==> config.mk <==
export PLATFORM = sky130hd
export DESIGN_NAME = apc_top
export DESIGN_NICKNAME = d
export VERILOG_FILES = /design/src/apc_pkg.sv /design/src/apc_top.sv
export SDC_FILE = /design/constraint.sdc
export NUM_CORES = 1
export LEC_CHECK = 0
export BUFFER_PORTS_ARGS = -buffer_cell sky130_fd_sc_hd__buf_2
export CAP_MARGIN = 20
export CELL_PAD_IN_SITES_DETAIL_PLACEMENT = 0
export CELL_PAD_IN_SITES_GLOBAL_PLACEMENT = 1
export CORE_MARGIN = 4
export CORE_UTILIZATION = 40
export DETAILED_ROUTE_END_ITERATION = 8
export GPL_TIMING_DRIVEN = 1
export PLACE_DENSITY_LB_ADDON = 0.08
export SYNTH_ARGS = -nofsm -noshare
export SYNTH_HDL_FRONTEND = slang
export SYNTH_SLANG_ARGS = --single-unit
==> constraint.sdc <==
create_clock -name mclk -period 4.5 [get_ports mclk]
set_clock_uncertainty 0.15 [all_clocks]
set_input_delay 0.45 -clock mclk [delete_from_list [all_inputs] [get_ports mclk]]
set_output_delay 0.45 -clock mclk [all_outputs]
set_load 0.005 [all_outputs]
==> src/apc_pkg.sv <==
package apc_pkg;
    typedef enum logic [1:0] {
        RUN_HARD_MUTE = 2'h0,
        RUN_INIT      = 2'h1,
        RUN_START     = 2'h2,
        RUN_ACTIVE    = 2'h3
    } apc_run_t;
    typedef enum logic [2:0] {
        I2C_IDLE = 3'h0,
        I2C_DEV  = 3'h1,
        I2C_SUB  = 3'h2,
        I2C_WR   = 3'h3,
        I2C_RD   = 3'h4
    } apc_i2c_t;
    localparam logic [1:0] FMT_LJ  = 2'h0;
    localparam logic [1:0] FMT_RJ  = 2'h1;
    localparam logic [1:0] FMT_I2S = 2'h2;
    localparam logic [7:0] REG_GEN_STATUS = 8'h01;
    localparam logic [7:0] REG_ERR_STATUS = 8'h02;
    localparam logic [7:0] REG_SYS_CTRL1  = 8'h03;
    localparam logic [7:0] REG_PORT_CFG   = 8'h04;
    localparam logic [7:0] REG_MASTER_VOL = 8'h05;
    localparam logic [7:0] REG_PWM_CFG    = 8'h06;
    localparam logic [7:0] REG_AM_TUNE    = 8'h07;
    localparam int HPF_BIT        = 7;
    localparam int CFG_MASTER_BIT = 6;
    localparam int CFG_IN5_BIT    = 7;
    localparam int PWM_SIX_BIT    = 3;
    localparam int PWM_LOUT_BIT   = 4;
    localparam int PWM_F441_BIT   = 5;
    localparam int PWM_I192_BIT   = 6;
    localparam int PWM_AM_BIT     = 7;
    localparam logic       HPF_RST      = 1'b1;
    localparam logic [7:0] PORT_CFG_RST = 8'h0A;
    localparam logic [7:0] PWM_CFG_RST  = 8'h03;
    localparam logic [7:0] AM_TUNE_RST  = 8'h00;
    localparam logic [7:0] MVOL_MUTE    = 8'hFF;
    localparam logic [7:0] DUTY_MID     = 8'h80;
    localparam logic [7:0] PWM_TOP      = 8'hFF;
    localparam logic [5:0] WL_16 = 6'h10;
    localparam logic [5:0] WL_20 = 6'h14;
    localparam logic [5:0] WL_24 = 6'h18;
    localparam logic [4:0] WORD_MSB = 5'h17;
    localparam logic [3:0] OVS_8 = 4'h8;
    localparam logic [3:0] OVS_4 = 4'h4;
    localparam logic [3:0] OVS_2 = 4'h2;
    localparam int CLK_HZ = 100_000_000;
    localparam int CLK_MHZ = CLK_HZ / 1_000_000;
    localparam int BCLK_PER_FRAME = 64;
    localparam int FS_441K = 44_100;
    localparam int FS_48K = 48_000;
    localparam int FS_96K = 96_000;
    localparam int FS_192K = 192_000;
    localparam logic [4:0] HALF_441 = 5'(CLK_HZ / (FS_441K * BCLK_PER_FRAME * 2));
    localparam logic [4:0] HALF_48 = 5'(CLK_HZ / (FS_48K * BCLK_PER_FRAME * 2));
    localparam logic [4:0] HALF_96 = 5'(CLK_HZ / (FS_96K * BCLK_PER_FRAME * 2));
    localparam logic [4:0] HALF_192 = 5'(CLK_HZ / (FS_192K * BCLK_PER_FRAME * 2));
    localparam int INIT_TIME_US = 50;
    localparam int START_TIME_US = 20;
endpackage

==> src/apc_top.sv <==
`timescale 1ns/1ps
// Function
// - Output framing is LJ, RJ or I2S only
// - Output words are 16, 20 or 24 bits
// - Input five only in master, own clocks
// - Input five active: no data, fast frame
// - Data output in use: 44.1/48 kHz frame
// - Bit clock is always 64 frame clocks
// - Master clock divider 4/2/1, default one
// - PWM takes 32-bit samples, eight channels
// - Eight drivers or six plus line-out
// - Headphone uses channels 1-2, exclusive
// - Oversampling 8x, 4x at 96k, 2x at 192k
// - Modulation limit 87.5 to 99.2 percent
// - High-pass enable bit, on by default
// - AM avoidance shifts the PWM rate
// - Any error-status write clears the clip, same-cycle clip wins
// - General status returns identification code
// - Reset pin mutes at once, no clock
// - Reset pin: outputs low, data undriven
// - Reset pin: ignore bus and audio
// - Release: defaults, init, quiet start
// - Stay muted until volume unmuted
module apc_top #(
    parameter int         INIT_CYCLES  = apc_pkg::INIT_TIME_US * apc_pkg::CLK_MHZ,
    parameter int         START_CYCLES = apc_pkg::START_TIME_US * apc_pkg::CLK_MHZ,
    parameter logic [6:0] DEV_ADDR     = 7'h1B,
    parameter logic [7:0] IDENT        = 8'h5A  // Arbitrary value
) (
    input  wire logic        mclk,
    input  wire logic        reset,
    input  wire logic        reset_pin_n,
    input  wire logic        scl,
    input  wire logic        sda_in,
    output logic             sda_out,
    output logic             sda_drive_n,
    input  wire logic        direct_serial_input_five,
    input  wire logic [23:0] tx_left,
    input  wire logic [23:0] tx_right,
    output logic             tx_load,
    output logic             frame_clock_output,
    output logic             bit_clock_output,
    output logic             serial_data_output,
    output logic             master_clock_output,
    output logic [23:0]      in5_left,
    output logic [23:0]      in5_right,
    output logic             in5_valid,
    input  wire logic [31:0] pcm_data,
    input  wire logic [2:0]  pcm_chan,
    input  wire logic        pcm_valid,
    input  wire logic        headphone_select_pin,
    output logic [7:0]       pwm_p,
    output logic [7:0]       pwm_m,
    output logic [1:0]       hp_p,
    output logic [1:0]       hp_m,
    output logic             valid,
    output logic             hpf_enable,
    output logic [3:0]       oversample
);
    if (INIT_CYCLES < 1 || INIT_CYCLES > 1_000_000 ||
        START_CYCLES < 1 || START_CYCLES > 1_000_000) begin : g_chk
        $error("apc_top: start-up counts out of range");
    end
    localparam logic [19:0] INIT_LAST = 20'(INIT_CYCLES - 1);
    localparam logic [19:0] START_LAST = 20'(START_CYCLES - 1);

    function automatic logic [5:0] wl_bits(input logic [1:0] c);
        return c == 2'h0 ? apc_pkg::WL_16 :
               c == 2'h1 ? apc_pkg::WL_20 : apc_pkg::WL_24;
    endfunction
    // Returns {in_word, bit index from MSB} for slot position p
    function automatic logic [5:0] slot_k(input logic [1:0] f,
                                          input logic [1:0] wc,
                                          input logic [4:0] p);
        logic [6:0] off;
        logic [6:0] k;
        off = f == apc_pkg::FMT_I2S ? 7'h01 :
              f == apc_pkg::FMT_RJ ? 7'h20 - {1'b0, wl_bits(wc)} : 7'h00;
        k = {2'h0, p} - off;  // Negative wraps high and fails the test
        return {k < {1'b0, wl_bits(wc)}, k[4:0]};
    endfunction

    // Register bus, ignored while the reset pin is low
    logic clr;
    assign clr = reset | ~reset_pin_n;
    apc_pkg::apc_i2c_t i2c_q, i2c_d;
    logic [3:0] bitn_q, bitn_d;
    logic [7:0] sh_q, sh_d, tx_q, tx_d, ptr_q, ptr_d, rd_byte;
    logic       drv_q, drv_d, scl_q, sda_q, wr_en;
    logic       scl_rise, scl_fall, start_c, stop_c;
    assign scl_rise = scl & ~scl_q;
    assign scl_fall = ~scl & scl_q;
    assign start_c = scl & scl_q & sda_q & ~sda_in;
    assign stop_c = scl & scl_q & ~sda_q & sda_in;

    always_comb begin
        i2c_d = i2c_q;
        bitn_d = bitn_q;
        sh_d = sh_q;
        tx_d = tx_q;
        ptr_d = ptr_q;
        drv_d = drv_q;
        wr_en = 1'b0;
        if (start_c) begin
            i2c_d = apc_pkg::I2C_DEV;
            bitn_d = 4'h0;
            drv_d = 1'b0;
        end else if (stop_c) begin
            i2c_d = apc_pkg::I2C_IDLE;
            drv_d = 1'b0;
        end else if (i2c_q != apc_pkg::I2C_IDLE && scl_rise) begin
            if (bitn_q < 4'h8) begin
                sh_d = {sh_q[6:0], sda_in};
                bitn_d = bitn_q + 4'h1;
            end else if (i2c_q == apc_pkg::I2C_RD && sda_in) begin
                i2c_d = apc_pkg::I2C_IDLE;  // Master refused more data
            end
        end else if (i2c_q != apc_pkg::I2C_IDLE && scl_fall) begin
            if (bitn_q == 4'h8) begin
                bitn_d = 4'h9;
                drv_d = 1'b1;
                case (i2c_q)
                    apc_pkg::I2C_DEV: begin
                        if (sh_q[7:1] != DEV_ADDR) begin
                            i2c_d = apc_pkg::I2C_IDLE;
                            drv_d = 1'b0;
                        end else if (sh_q[0]) begin
                            i2c_d = apc_pkg::I2C_RD;
                        end else begin
                            i2c_d = apc_pkg::I2C_SUB;
                        end
                    end
                    apc_pkg::I2C_SUB: begin
                        ptr_d = sh_q;
                        i2c_d = apc_pkg::I2C_WR;
                    end
                    apc_pkg::I2C_WR: begin
                        wr_en = 1'b1;
                        ptr_d = ptr_q + 8'h01;
                    end
                    default: drv_d = 1'b0;
                endcase
            end else if (bitn_q == 4'h9) begin
                bitn_d = 4'h0;
                drv_d = 1'b0;
                if (i2c_q == apc_pkg::I2C_RD) begin
                    tx_d = rd_byte;
                    ptr_d = ptr_q + 8'h01;
                    drv_d = ~rd_byte[7];
                end
            end else if (i2c_q == apc_pkg::I2C_RD) begin
                drv_d = ~tx_q[3'h7 - bitn_q[2:0]];
            end
        end
    end
    always_ff @(posedge mclk) begin
        scl_q <= scl;
        sda_q <= sda_in;
        if (clr) begin
            i2c_q <= apc_pkg::I2C_IDLE;
            bitn_q <= 4'h0;
            sh_q <= 8'h00;
            tx_q <= 8'h00;
            ptr_q <= 8'h00;
            drv_q <= 1'b0;
        end else begin
            i2c_q <= i2c_d;
            bitn_q <= bitn_d;
            sh_q <= sh_d;
            tx_q <= tx_d;
            ptr_q <= ptr_d;
            drv_q <= drv_d;
        end
    end
    assign sda_out = 1'b0;
    assign sda_drive_n = ~(drv_q & reset_pin_n);

    // Control and status registers
    logic       hpf_q, hpf_d, clip_q, clip_d, clip_set;
    logic [7:0] cfg_q, cfg_d, mvol_q, mvol_d, pwc_q, pwc_d, am_q, am_d;
    apc_pkg::apc_run_t run_q, run_d;
    always_comb begin
        case (ptr_q)
            apc_pkg::REG_GEN_STATUS: rd_byte = IDENT;
            apc_pkg::REG_ERR_STATUS: rd_byte = {6'h00, valid, clip_q};
            apc_pkg::REG_SYS_CTRL1:  rd_byte = {hpf_q, 7'h00};
            apc_pkg::REG_PORT_CFG:   rd_byte = cfg_q;
            apc_pkg::REG_MASTER_VOL: rd_byte = mvol_q;
            apc_pkg::REG_PWM_CFG:    rd_byte = pwc_q;
            apc_pkg::REG_AM_TUNE:    rd_byte = am_q;
            default:                 rd_byte = 8'h00;
        endcase
    end
    always_comb begin
        hpf_d = hpf_q;
        cfg_d = cfg_q;
        mvol_d = mvol_q;
        pwc_d = pwc_q;
        am_d = am_q;
        clip_d = clip_q;
        if (wr_en) begin
            case (ptr_q)
                apc_pkg::REG_ERR_STATUS: clip_d = 1'b0;
                apc_pkg::REG_SYS_CTRL1:  hpf_d = sh_q[apc_pkg::HPF_BIT];
                apc_pkg::REG_PORT_CFG:   cfg_d = sh_q;
                apc_pkg::REG_MASTER_VOL: mvol_d = sh_q;
                apc_pkg::REG_PWM_CFG:    pwc_d = sh_q;
                apc_pkg::REG_AM_TUNE:    am_d = sh_q;
                default:                 clip_d = clip_q;
            endcase
        end
        if (clip_set) begin
            clip_d = 1'b1;  // A new clip outranks a clearing write
        end
    end
    always_ff @(posedge mclk) begin
        if (clr) begin
            hpf_q <= apc_pkg::HPF_RST;
            cfg_q <= apc_pkg::PORT_CFG_RST;
            mvol_q <= apc_pkg::MVOL_MUTE;
            pwc_q <= apc_pkg::PWM_CFG_RST;
            am_q <= apc_pkg::AM_TUNE_RST;
            clip_q <= 1'b0;
        end else begin
            hpf_q <= hpf_d;
            cfg_q <= cfg_d;
            mvol_q <= mvol_d;
            pwc_q <= pwc_d;
            am_q <= am_d;
            clip_q <= clip_d;
        end
    end
    assign hpf_enable = hpf_q;

    // Start-up sequencer after the reset pin rises
    logic [19:0] tmr_q, tmr_d;
    always_comb begin
        run_d = run_q;
        tmr_d = tmr_q + 20'h0_0001;
        case (run_q)
            apc_pkg::RUN_HARD_MUTE: begin
                run_d = apc_pkg::RUN_INIT;
                tmr_d = 20'h0_0000;
            end
            apc_pkg::RUN_INIT: if (tmr_q == INIT_LAST) begin
                run_d = apc_pkg::RUN_START;
                tmr_d = 20'h0_0000;
            end
            apc_pkg::RUN_START: if (tmr_q == START_LAST) begin
                run_d = apc_pkg::RUN_ACTIVE;
            end
            apc_pkg::RUN_ACTIVE: tmr_d = tmr_q;
            default: run_d = apc_pkg::RUN_HARD_MUTE;
        endcase
    end
    always_ff @(posedge mclk) begin
        run_q <= clr ? apc_pkg::RUN_HARD_MUTE : run_d;
        tmr_q <= clr ? 20'h0_0000 : tmr_d;
    end

    // Serial port clocks, output data and direct input five
    logic [7:0]  act_q, act_d;
    logic [1:0]  rate_q, rate_d, mdiv_q, mdiv_d, fmt, wc;
    logic [4:0]  div_q, div_d, half;
    logic [5:0]  bit_q, bit_d, nb, ko, ki;
    logic        bclk_q, bclk_d, lr_q, lr_d, sdo_q, sdo_d;
    logic        master, in5, tick, txld_q, txld_d, i5v_q, i5v_d;
    logic [7:0]  ocfg;
    logic [1:0]  ofmt;
    logic        oin5;
    logic [23:0] txl_q, txl_d, txr_q, txr_d, word;
    logic [23:0] i5sh_q, i5sh_d, i5l_q, i5l_d, i5r_q, i5r_d;
    assign master = act_q[apc_pkg::CFG_MASTER_BIT];
    assign in5 = master & act_q[apc_pkg::CFG_IN5_BIT];
    assign fmt = act_q[1:0];
    assign wc = act_q[3:2];
    assign half = in5 ? (rate_q[1] ? apc_pkg::HALF_192 : apc_pkg::HALF_96) :
                  (rate_q[0] ? apc_pkg::HALF_441 : apc_pkg::HALF_48);
    assign tick = div_q == half - 5'h01;
    assign nb = bit_q + 6'h01;
    assign word = nb[5] ? txr_q : (nb == 6'h00 ? tx_left : txl_q);
    // The first slot of a frame already follows the setting taken there
    assign ocfg = nb == 6'h00 ? cfg_q : act_q;
    assign ofmt = ocfg[1:0];
    assign oin5 = ocfg[apc_pkg::CFG_MASTER_BIT] & ocfg[apc_pkg::CFG_IN5_BIT];
    assign ko = slot_k(ofmt, ocfg[3:2], nb[4:0]);
    assign ki = slot_k(fmt, wc, bit_q[4:0]);
    always_comb begin
        act_d = act_q;
        rate_d = rate_q;
        div_d = div_q + 5'h01;
        bclk_d = bclk_q;
        bit_d = bit_q;
        lr_d = lr_q;
        sdo_d = sdo_q;
        txl_d = txl_q;
        txr_d = txr_q;
        txld_d = 1'b0;
        i5sh_d = i5sh_q;
        i5l_d = i5l_q;
        i5r_d = i5r_q;
        i5v_d = 1'b0;
        mdiv_d = mdiv_q + 2'h1;
        if (!master) begin
            act_d = cfg_q;
            rate_d = {pwc_q[apc_pkg::PWM_I192_BIT], pwc_q[apc_pkg::PWM_F441_BIT]};
            div_d = 5'h00;
            bclk_d = 1'b0;
            lr_d = 1'b0;
            sdo_d = 1'b0;
            bit_d = 6'h3F;
        end else if (tick) begin
            div_d = 5'h00;
            bclk_d = ~bclk_q;
            if (bclk_q) begin
                bit_d = nb;
                lr_d = nb[5] ^ (ofmt != apc_pkg::FMT_I2S);
                sdo_d = ~oin5 & ko[5] &
                        word[apc_pkg::WORD_MSB - ko[4:0]];
                if (nb == 6'h00) begin
                    act_d = cfg_q;
                    rate_d = {pwc_q[apc_pkg::PWM_I192_BIT],
                              pwc_q[apc_pkg::PWM_F441_BIT]};
                    txl_d = tx_left;
                    txr_d = tx_right;
                    txld_d = 1'b1;
                end
            end else if (in5) begin
                if (ki[5]) begin
                    i5sh_d = {i5sh_q[22:0], direct_serial_input_five};
                end
                if (bit_q == 6'h1F) begin
                    i5l_d = i5sh_d << (apc_pkg::WL_24 - wl_bits(wc));
                end
                if (bit_q == 6'h3F) begin
                    i5r_d = i5sh_d << (apc_pkg::WL_24 - wl_bits(wc));
                    i5v_d = 1'b1;
                end
            end
        end
    end
    always_ff @(posedge mclk) begin
        if (clr) begin
            act_q <= apc_pkg::PORT_CFG_RST;
            rate_q <= 2'h0;
            div_q <= 5'h00;
            bclk_q <= 1'b0;
            bit_q <= 6'h3F;
            lr_q <= 1'b0;
            sdo_q <= 1'b0;
            txl_q <= 24'h00_0000;
            txr_q <= 24'h00_0000;
            txld_q <= 1'b0;
            i5sh_q <= 24'h00_0000;
            i5l_q <= 24'h00_0000;
            i5r_q <= 24'h00_0000;
            i5v_q <= 1'b0;
            mdiv_q <= 2'h0;
        end else begin
            act_q <= act_d;
            rate_q <= rate_d;
            div_q <= div_d;
            bclk_q <= bclk_d;
            bit_q <= bit_d;
            lr_q <= lr_d;
            sdo_q <= sdo_d;
            txl_q <= txl_d;
            txr_q <= txr_d;
            txld_q <= txld_d;
            i5sh_q <= i5sh_d;
            i5l_q <= i5l_d;
            i5r_q <= i5r_d;
            i5v_q <= i5v_d;
            mdiv_q <= mdiv_d;
        end
    end
    assign frame_clock_output = lr_q & reset_pin_n;
    assign bit_clock_output = bclk_q & reset_pin_n;
    assign serial_data_output = sdo_q & reset_pin_n;
    assign tx_load = txld_q;
    assign in5_left = i5l_q;
    assign in5_right = i5r_q;
    assign in5_valid = i5v_q;
    // Divide by one passes the input clock straight through
    assign master_clock_output = master & reset_pin_n &
        (act_q[5:4] == 2'h0 ? mclk : act_q[5:4] == 2'h1 ? mdiv_q[0] :
         mdiv_q[1]);
    assign oversample = !in5 ? apc_pkg::OVS_8 :
                        rate_q[1] ? apc_pkg::OVS_2 : apc_pkg::OVS_4;

    // PWM modulators
    logic [7:0] duty_q [8];
    logic [7:0] duty_d [8];
    logic [7:0] pcnt_q, pcnt_d, lim, raw, dsel;
    logic [7:0] pp_q, pp_d, pm_q, pm_d;
    logic [1:0] hpp_q, hpp_d, hpm_q, hpm_d;
    logic       sw, mid, six, on;
    assign six = pwc_q[apc_pkg::PWM_SIX_BIT];
    assign sw = run_q == apc_pkg::RUN_START || run_q == apc_pkg::RUN_ACTIVE;
    assign mid = run_q != apc_pkg::RUN_ACTIVE || mvol_q == apc_pkg::MVOL_MUTE;
    always_comb begin
        case (pwc_q[2:0])
            3'h0: lim = 8'hE0;
            3'h1: lim = 8'hE4;
            3'h2: lim = 8'hE8;
            3'h3: lim = 8'hED;
            3'h4: lim = 8'hF1;
            3'h5: lim = 8'hF5;
            3'h6: lim = 8'hFA;
            default: lim = 8'hFE;
        endcase
    end
    assign raw = {~pcm_data[31], pcm_data[30:24]};
    assign clip_set = pcm_valid & (raw > lim || raw < ~lim);
    always_comb begin
        duty_d = duty_q;
        pcnt_d = pcnt_q + 8'h01;
        if (pcnt_q >= apc_pkg::PWM_TOP - (pwc_q[apc_pkg::PWM_AM_BIT] ?
                {5'h00, am_q[2:0]} : 8'h00)) begin
            pcnt_d = 8'h00;
        end
        if (pcm_valid) begin
            duty_d[pcm_chan] = raw > lim ? lim : raw < ~lim ? ~lim : raw;
        end
        pp_d = 8'h00;
        pm_d = 8'h00;
        hpp_d = 2'h0;
        hpm_d = 2'h0;
        for (int i = 0; i < 8; i++) begin
            dsel = mid ? apc_pkg::DUTY_MID : duty_q[i];
            on = sw & ((i >= 6 && six) ? !pwc_q[apc_pkg::PWM_LOUT_BIT] :
                       !headphone_select_pin);
            pp_d[i] = on & (pcnt_q < dsel);
            pm_d[i] = on & ~(pcnt_q < dsel);
            if (i < 2) begin
                hpp_d[i] = sw & headphone_select_pin & (pcnt_q < dsel);
                hpm_d[i] = sw & headphone_select_pin & ~(pcnt_q < dsel);
            end
        end
    end
    always_ff @(posedge mclk) begin
        if (clr) begin
            duty_q <= '{default: apc_pkg::DUTY_MID};
            pcnt_q <= 8'h00;
            pp_q <= 8'h00;
            pm_q <= 8'h00;
            hpp_q <= 2'h0;
            hpm_q <= 2'h0;
        end else begin
            duty_q <= duty_d;
            pcnt_q <= pcnt_d;
            pp_q <= pp_d;
            pm_q <= pm_d;
            hpp_q <= hpp_d;
            hpm_q <= hpm_d;
        end
    end
    // Gating by the pin forces silence even with no clock running
    assign pwm_p = pp_q & {8{reset_pin_n}};
    assign pwm_m = pm_q & {8{reset_pin_n}};
    assign hp_p = hpp_q & {2{reset_pin_n}};
    assign hp_m = hpm_q & {2{reset_pin_n}};
    assign valid = sw & reset_pin_n;
endmodule

# Word level (Yosys, flattened, before mapping)
# Cells that the tools add are included.
[totals]
word_cells = 357
register_bits = 330
in_bits = 91
[op_classes]
reduce_logical = 58
mux = 93
shifts = 1
eq_ne = 49
bitwise = 76
add_sub_neg = 16
order_cmp = 18
[ops]
columns = ["op", "count"]
rows = [
  ["$mux 24", 7],
  ["$mux 8", 19],
  ["$lt 8x8->1", 9],
  ["$bwmux 64", 1],
  ["$pmux 20 s3", 1],
  ["$pmux 8 s7", 1],
  ["$mux 4", 11],
  ["$and 1x1->1", 42],
  ["$pmux 5 s7", 1],
  ["$eq 8x3->1 const B", 4],
  ["$mux 7", 4],
  ["$mux 3", 9],
  ["$not 1->1", 26],
  ["$demux 8 s3", 1],
  ["$mux 1", 24],
  ["$shl 24x6->24", 1],
  ["$add 20x1->20 const B", 1],
  ["$eq 20x11->1 const B", 1],
  ["$eq 20x13->1 const B", 1],
  ["$mux 20", 1],
  ["$reduce_and 5->1", 4],
  ["$add 8x1->8 const B", 2],
  ["$and 8x8->8", 2],
  ["$eq 8x2->1 const B", 2],
  ["other kinds (68)", 136],
]

# Longest topological paths before layout
# Gate-level depths: netlist (run 1).
[logic_depth]
depth_word = 14
ltp_mapped = 18
mapped_depth_nobuf = 16

==> flow_metrics.tcl, run 1 <==
set metrics [dict create \
    worstSkewPairLatency_ns 0.67 \
    grt_pass1_wl_mm 73.6 \
    clock.fmax_mhz 250 \
    post_cts_buffers 0 \
    cp.arrival_ns 4.45 \
    die_y_um 212 \
    syn_avg_cell_area_um2 8.24 \
    ys_types 66 \
    slew_headroom_pct 29.1 \
    power_leakage_uw 0.00778 \
    startpoint_type "flip-flop" \
    synth_seq_area_share_pct 39.7 \
    dp_hpwl_mm 31.6 \
    synth.most_common_cell "nand2_1" \
    hp-class "input port to flip-flop" \
    cp-end-kind "flip-flop" \
    drc 0 \
    drive_gt1_share_pct 14.0 \
    fin_crit_sh_pct 89.0 \
    rows 74 \
    ios 173 \
    antenna_found_initial 0 \
    tns_ns 0 \
    finalPower_uw 6610 \
    grt_usage_pct 19.9 \
    power_density_mw_per_mm2 334 \
    cts_tree "done" \
    syn2layout_area_growth_pct 18.9 \
    synthCells 2017 \
    start_util_pct 40.6 \
    clk_pin_slew_ns 0.06 \
    maxSlewViolCount 0 \
    antenna_left 0 \
    finalHoldViolCount 0 \
    antenna_cells 0 \
    first_pass_iters 5 \
    synth_seq_cells 330 \
    synth_top_area_share_pct 39.7 \
    synth_area_leaders "dfxtp_1 40%, nand2_1 8.6%, ha_1 7.0%, mux2i_1 5.6%, a21oi_1 4.9%" \
    ir_drop_uv 286 \
    port-buffer-count 146 \
    avgViaCountPerCell 5.25 \
    grt_setup_unrepaired "no" \
    grt_max_degree 129 \
    drt_iter0_markers 855 \
    final_cell_count_no_fill 2742 \
    worst_slew_pin_slew_ns 1.06 \
    die_area_mm2 0.0449 \
    cp.required_ns 4.94 \
    ys_warn_count 0 \
    nets 2362 \
    core_mm2 0.0409 \
    grt_pass1_vias 13900 \
    die_x_um 212 \
    setup_viol 0 \
    critPathKind "flip-flop to flip-flop" \
    overflow 0 \
    gp_congestion 0.800 \
    drv_cap 0 \
    min_period_ns 4.01 \
    place_inst 2612 \
    synth-edff-count 0 \
    synth-main-ff-cell "dfxtp_1" \
    post_drt_wl_per_cell_um 16.7 \
    yosysTopAreaCell "dfxtp_1" \
    async_flop_share_pct 0 \
    synth_common_cells "379 x nand2_1, 330 x dfxtp_1, 208 x nor2_1, 163 x a21oi_1, 98 x clkbuf_1" \
    wirelength_mm 45.7 \
    vias 14400 \
    status "finished, final reports clean" \
    crit_fanout 11 \
    synthesis.area_mm2 0.0166 \
]
[flip-flops by register name, indices dropped and copies added, names as in the netlist, 3 cells and up]
name,cells
txr_q,24
pwc_q,8
duty_q,64
div_q,5
ptr_q,8
tx_q,8
i5sh_q,24
mvol_q,8
am_q,8
in5_left,24
in5_right,24
bit_q,6
tmr_q,20
pm_q,8
txl_q,24
cfg_q,8
i2c_q,3
act_q,8
pp_q,8
sh_q,8
pcnt_q,8
bitn_q,4
[layout by cell type, fill, tap and decap left out, types with 11 or more instances in the layout]
| cell | Yosys | final |
|---|---|---|
| nand2_1 | 379 | 379 |
| dfxtp_1 | 330 | 330 |
| nor2_1 | 208 | 208 |
| a21oi_1 | 163 | 163 |
| buf_2 | 9 | 147 |
| o21ai_0 | 96 | 95 |
| mux2i_1 | 93 | 93 |
| ha_1 | 93 | 92 |
| nand3_1 | 51 | 51 |
| dlygate4sd3_1 | 0 | 51 |
| clkbuf_16 | 0 | 44 |
| inv_1 | 41 | 41 |
| a31oi_1 | 39 | 39 |
| buf_4 | 5 | 36 |
| and2_1 | 33 | 33 |
| nand2b_1 | 29 | 28 |
| a211oi_1 | 28 | 28 |
| mux2_2 | 28 | 28 |
| xor2_1 | 22 | 22 |
| xnor2_1 | 22 | 22 |
| nor2b_1 | 21 | 20 |
| o21a_1 | 19 | 19 |
| nor3_1 | 20 | 19 |
| and3_1 | 18 | 18 |
| o211ai_1 | 18 | 18 |
| clkbuf_1 | 98 | 13 |
| mux4_2 | 12 | 12 |
| a21o_1 | 11 | 11 |
[final cells by class]
| cell class | instances | area [um2] |
|---|---|---|
| fill | 4055 | 21200 |
| multi-input combinational | 1525 | 9380 |
| sequential | 330 | 6610 |
| timing repair buffer | 235 | 1540 |
| clock buffer | 66 | 1260 |
| tap | 532 | 666 |
| inverter | 42 | 158 |
| clock inverter | 12 | 145 |
[per-layer routing]
layer / global-route usage [%] / share of wire (%)
met2: 32.1 / 45
met5: 0 / 0
met1: 28.1 / 49
met4: 5.31 / 2.0
met3: 2.99 / 4.1
[report_power, final]
part           total (uW)  switching [uW]  internal (uW)
registers            2940            9.25           2930
logic                 260             149            112
clock network        3400            1300           2100
total                6610            1460           5150
[cells by family after synthesis]
| kind of cell | synth area share, % |
|---|---|
| other | 0.0226 |
| AOI/OAI and AO/OA | 16.2 |
| adders and majority gates | 7.00 |
| and+or+nand+nor | 21.6 |
| DFF | 39.7 |
| muxes | 9.12 |
| xor gates and xnor gates | 2.32 |
| buffers and inverters | 3.97 |
[final timing paths]
path | startpoint | end | slack (ns) | cells after the start
min reg2reg | am_q[7] | am_q[7] | 0.30 | 2
max | bit_q[0] | sdo_q | 0.49 | 13
max reg2reg | bit_q[0] | sdo_q | 0.49 | 13
min | reset | duty_q[31] | 0.03 | 3
[critical path, cell delays in order, from the launching register on]
cell	delay (ns)
dfxtp_1	0.53
ha_1	0.29
nand2_1	0.12
a311oi_4	0.24
nand3_1	0.35
o21ai_0	0.44
o21ai_0	0.17
ha_1	0.36
a21oi_1	0.31
xor2_1	0.28
nand3_1	0.11
o41ai_1	0.32
nand4_1	0.13
o21ai_1	0.15
[through the flow]
| stage | cell area (um2) | setup slack [ns] | hold slack, ns | utilization [%] |
|---|---|---|---|---|
| after floorplan | 16600 | 0.287 | 0.275 | - |
| after global placement | 17800 | 0.458 | 0.287 | 43.6 |
| after detailed placement | 17800 | 0.400 | 0.292 | 43.6 |
| after CTS | 19700 | 0.387 | 0.00154 | 48.3 |
| after global routing | 19800 | 0.126 | 0.0325 | 48.3 |
| final | 19800 | 0.494 | 0.0282 | 48.3 |
[repair_timing]
action / CTS / global route
hold endpoints to repair: 55 / 0
resized for setup: 0 / 1
endpoints found under the setup margin: 0 / 1
hold buffers: 51 / 0
(Power assumes the default switching activity.)
==> run 2: changes to the inputs <==
Settings changed: CORE_UTILIZATION 40 to 25.
==> flow_metrics.tcl, run 2 (synthesis gave the netlist of run 1 again) <==
set metrics [dict create \
    final_common_cell "nand2_1" \
    start_util_pct 25.2 \
    ios 173 \
    final_core_util_pct 30.8 \
    status "finished, final reports clean" \
    post_cts_buffers 0 \
    r2r_start "bit_q[0]" \
    fin_crit_sh_pct 91.4 \
    antenna_found_initial 3 \
    grt_setup_unrepaired "no" \
    cp.required_ns 4.92 \
    worst_slew_pin_slew_ns 1.02 \
    drv_cap 0 \
    dp_hpwl_mm 35.9 \
    grt_max_degree 97 \
    antenna_left 0 \
    r2r_cells 14 \
    grt_pass1_wl_mm 82.9 \
    rows 94 \
    crit_fanout 9 \
    vias 14400 \
    power_density_mw_per_mm2 337 \
    grt_usage_pct 14.6 \
    cp-end-kind "flip-flop" \
    port-buffer-count 146 \
    regMostFlops "duty_q" \
    grt_pass1_vias 14200 \
    overflow 0 \
    reg2reg_slack_ns 0.39 \
    startpoint_type "flip-flop" \
    critPathKind "flip-flop to flip-flop" \
    power_leakage_uw 0.00784 \
    finalHoldViolCount 0 \
    ir_drop_uv 179 \
    clk_pin_slew_ns 0.06 \
    drc 0 \
    layout_common_cells "379 x nand2_1, 330 x dfxtp_1, 208 x nor2_1" \
    nets 2366 \
    hp-class "input port to flip-flop" \
    post_cts_resized 0 \
    cts_tree "done" \
    setup_viol 0 \
    min_period_ns 4.11 \
    tns_ns 0 \
    avgViaCountPerCell 4.68 \
    ctsHoldBuffers 53 \
    post_drt_wl_per_cell_um 17.0 \
    maxSlewViolCount 0 \
    drive_gt1_share_pct 14.2 \
    n_fill_cell 7100 \
    clock.fmax_mhz 243 \
    hold_path_end "duty_q[14]" \
    syn2layout_area_growth_pct 22.0 \
    drt_iter0_markers 752 \
    slew_headroom_pct 31.6 \
    gp_congestion 0.743 \
    worstSkewPairLatency_ns 0.70 \
    die_x_um 266 \
    reg2reg_to "sdo_q" \
    hold_depth 3 \
    die_area_mm2 0.0707 \
    largest_register_ffs 64 \
    cp.arrival_ns 4.54 \
    first_pass_iters 5 \
    die_y_um 266 \
    core_mm2 0.0659 \
    worstHoldStart "pcm_data[30]" \
    wirelength_mm 52.5 \
]
run 2: worst max-delay path, stage by stage, from the launching register on:
cell,delay [ns]
dfxtp_1,0.51
ha_1,0.29
nand2_1,0.13
a311oi_4,0.24
nand3_1,0.19
buf_4,0.21
nand3b_1,0.08
o21ai_0,0.15
ha_1,0.24
ha_1,0.64
mux4_2,0.59
o22ai_1,0.22
o21bai_1,0.10
mux2i_1,0.15
o21ai_1,0.09
run 2: layout make-up:
type	instances	area, um2	share of cell area (%)
Multi-Input combinational cell	1525	9380	46.3
Sequential cell	330	6610	32.6
Timing Repair Buffer	235	1550	7.66
Clock buffer	67	1330	6.57
Tap cell	864	1080	5.33
Clock inverter	17	165	0.814
Inverter	42	158	0.777
Antenna cell	1	2.50	0.0123
run 2: power breakdown:
| group | internal (uW) | switching (uW) |
|---|---|---|
| Clock | 2170 | 1440 |
| Combinational | 113 | 159 |
| Sequential | 2930 | 9.38 |
| Total | 5220 | 1610 |
run 2: how the worst max path moves through the flow:
stage	start	endpoint	slack, ns	cells past startpoint
after global routing	bit_q[0]	sdo_q	0.10	14
after CTS	bit_q[0]	sdo_q	0.33	14
after detailed placement	bit_q[0]	sdo_q	0.33	14
after global placement	bit_q[0]	sdo_q	0.42	14
after floorplan	bit_q[0]	sdo_q	0.29	16
final	bit_q[0]	sdo_q	0.39	14
run 2: stage by stage:
step | cells | worst slack, ns | power (uW) | hold WS [ns] | area, um2
global route | 3080 | 0.103 | 7110 | 0.0336 | 20300
CTS | 3078 | 0.327 | 6980 | 0.0211 | 20300
floorplan | 2018 | 0.287 | 3140 | 0.275 | 16600
global placement | 2941 | 0.421 | 3250 | 0.287 | 18200
detailed placement | 2942 | 0.327 | 3260 | 0.292 | 18200
finish | 3081 | 0.387 | 6830 | 0.0532 | 20300
run 2: metal layers:
layer  vias up  share of wire (%)  track usage, %
li1       7351                  -               -
met1      6777                 49            20.2
met3        62                3.5            2.44
met4         0                1.9            3.71
met2       231                 45            23.7
met5         -                  0               0
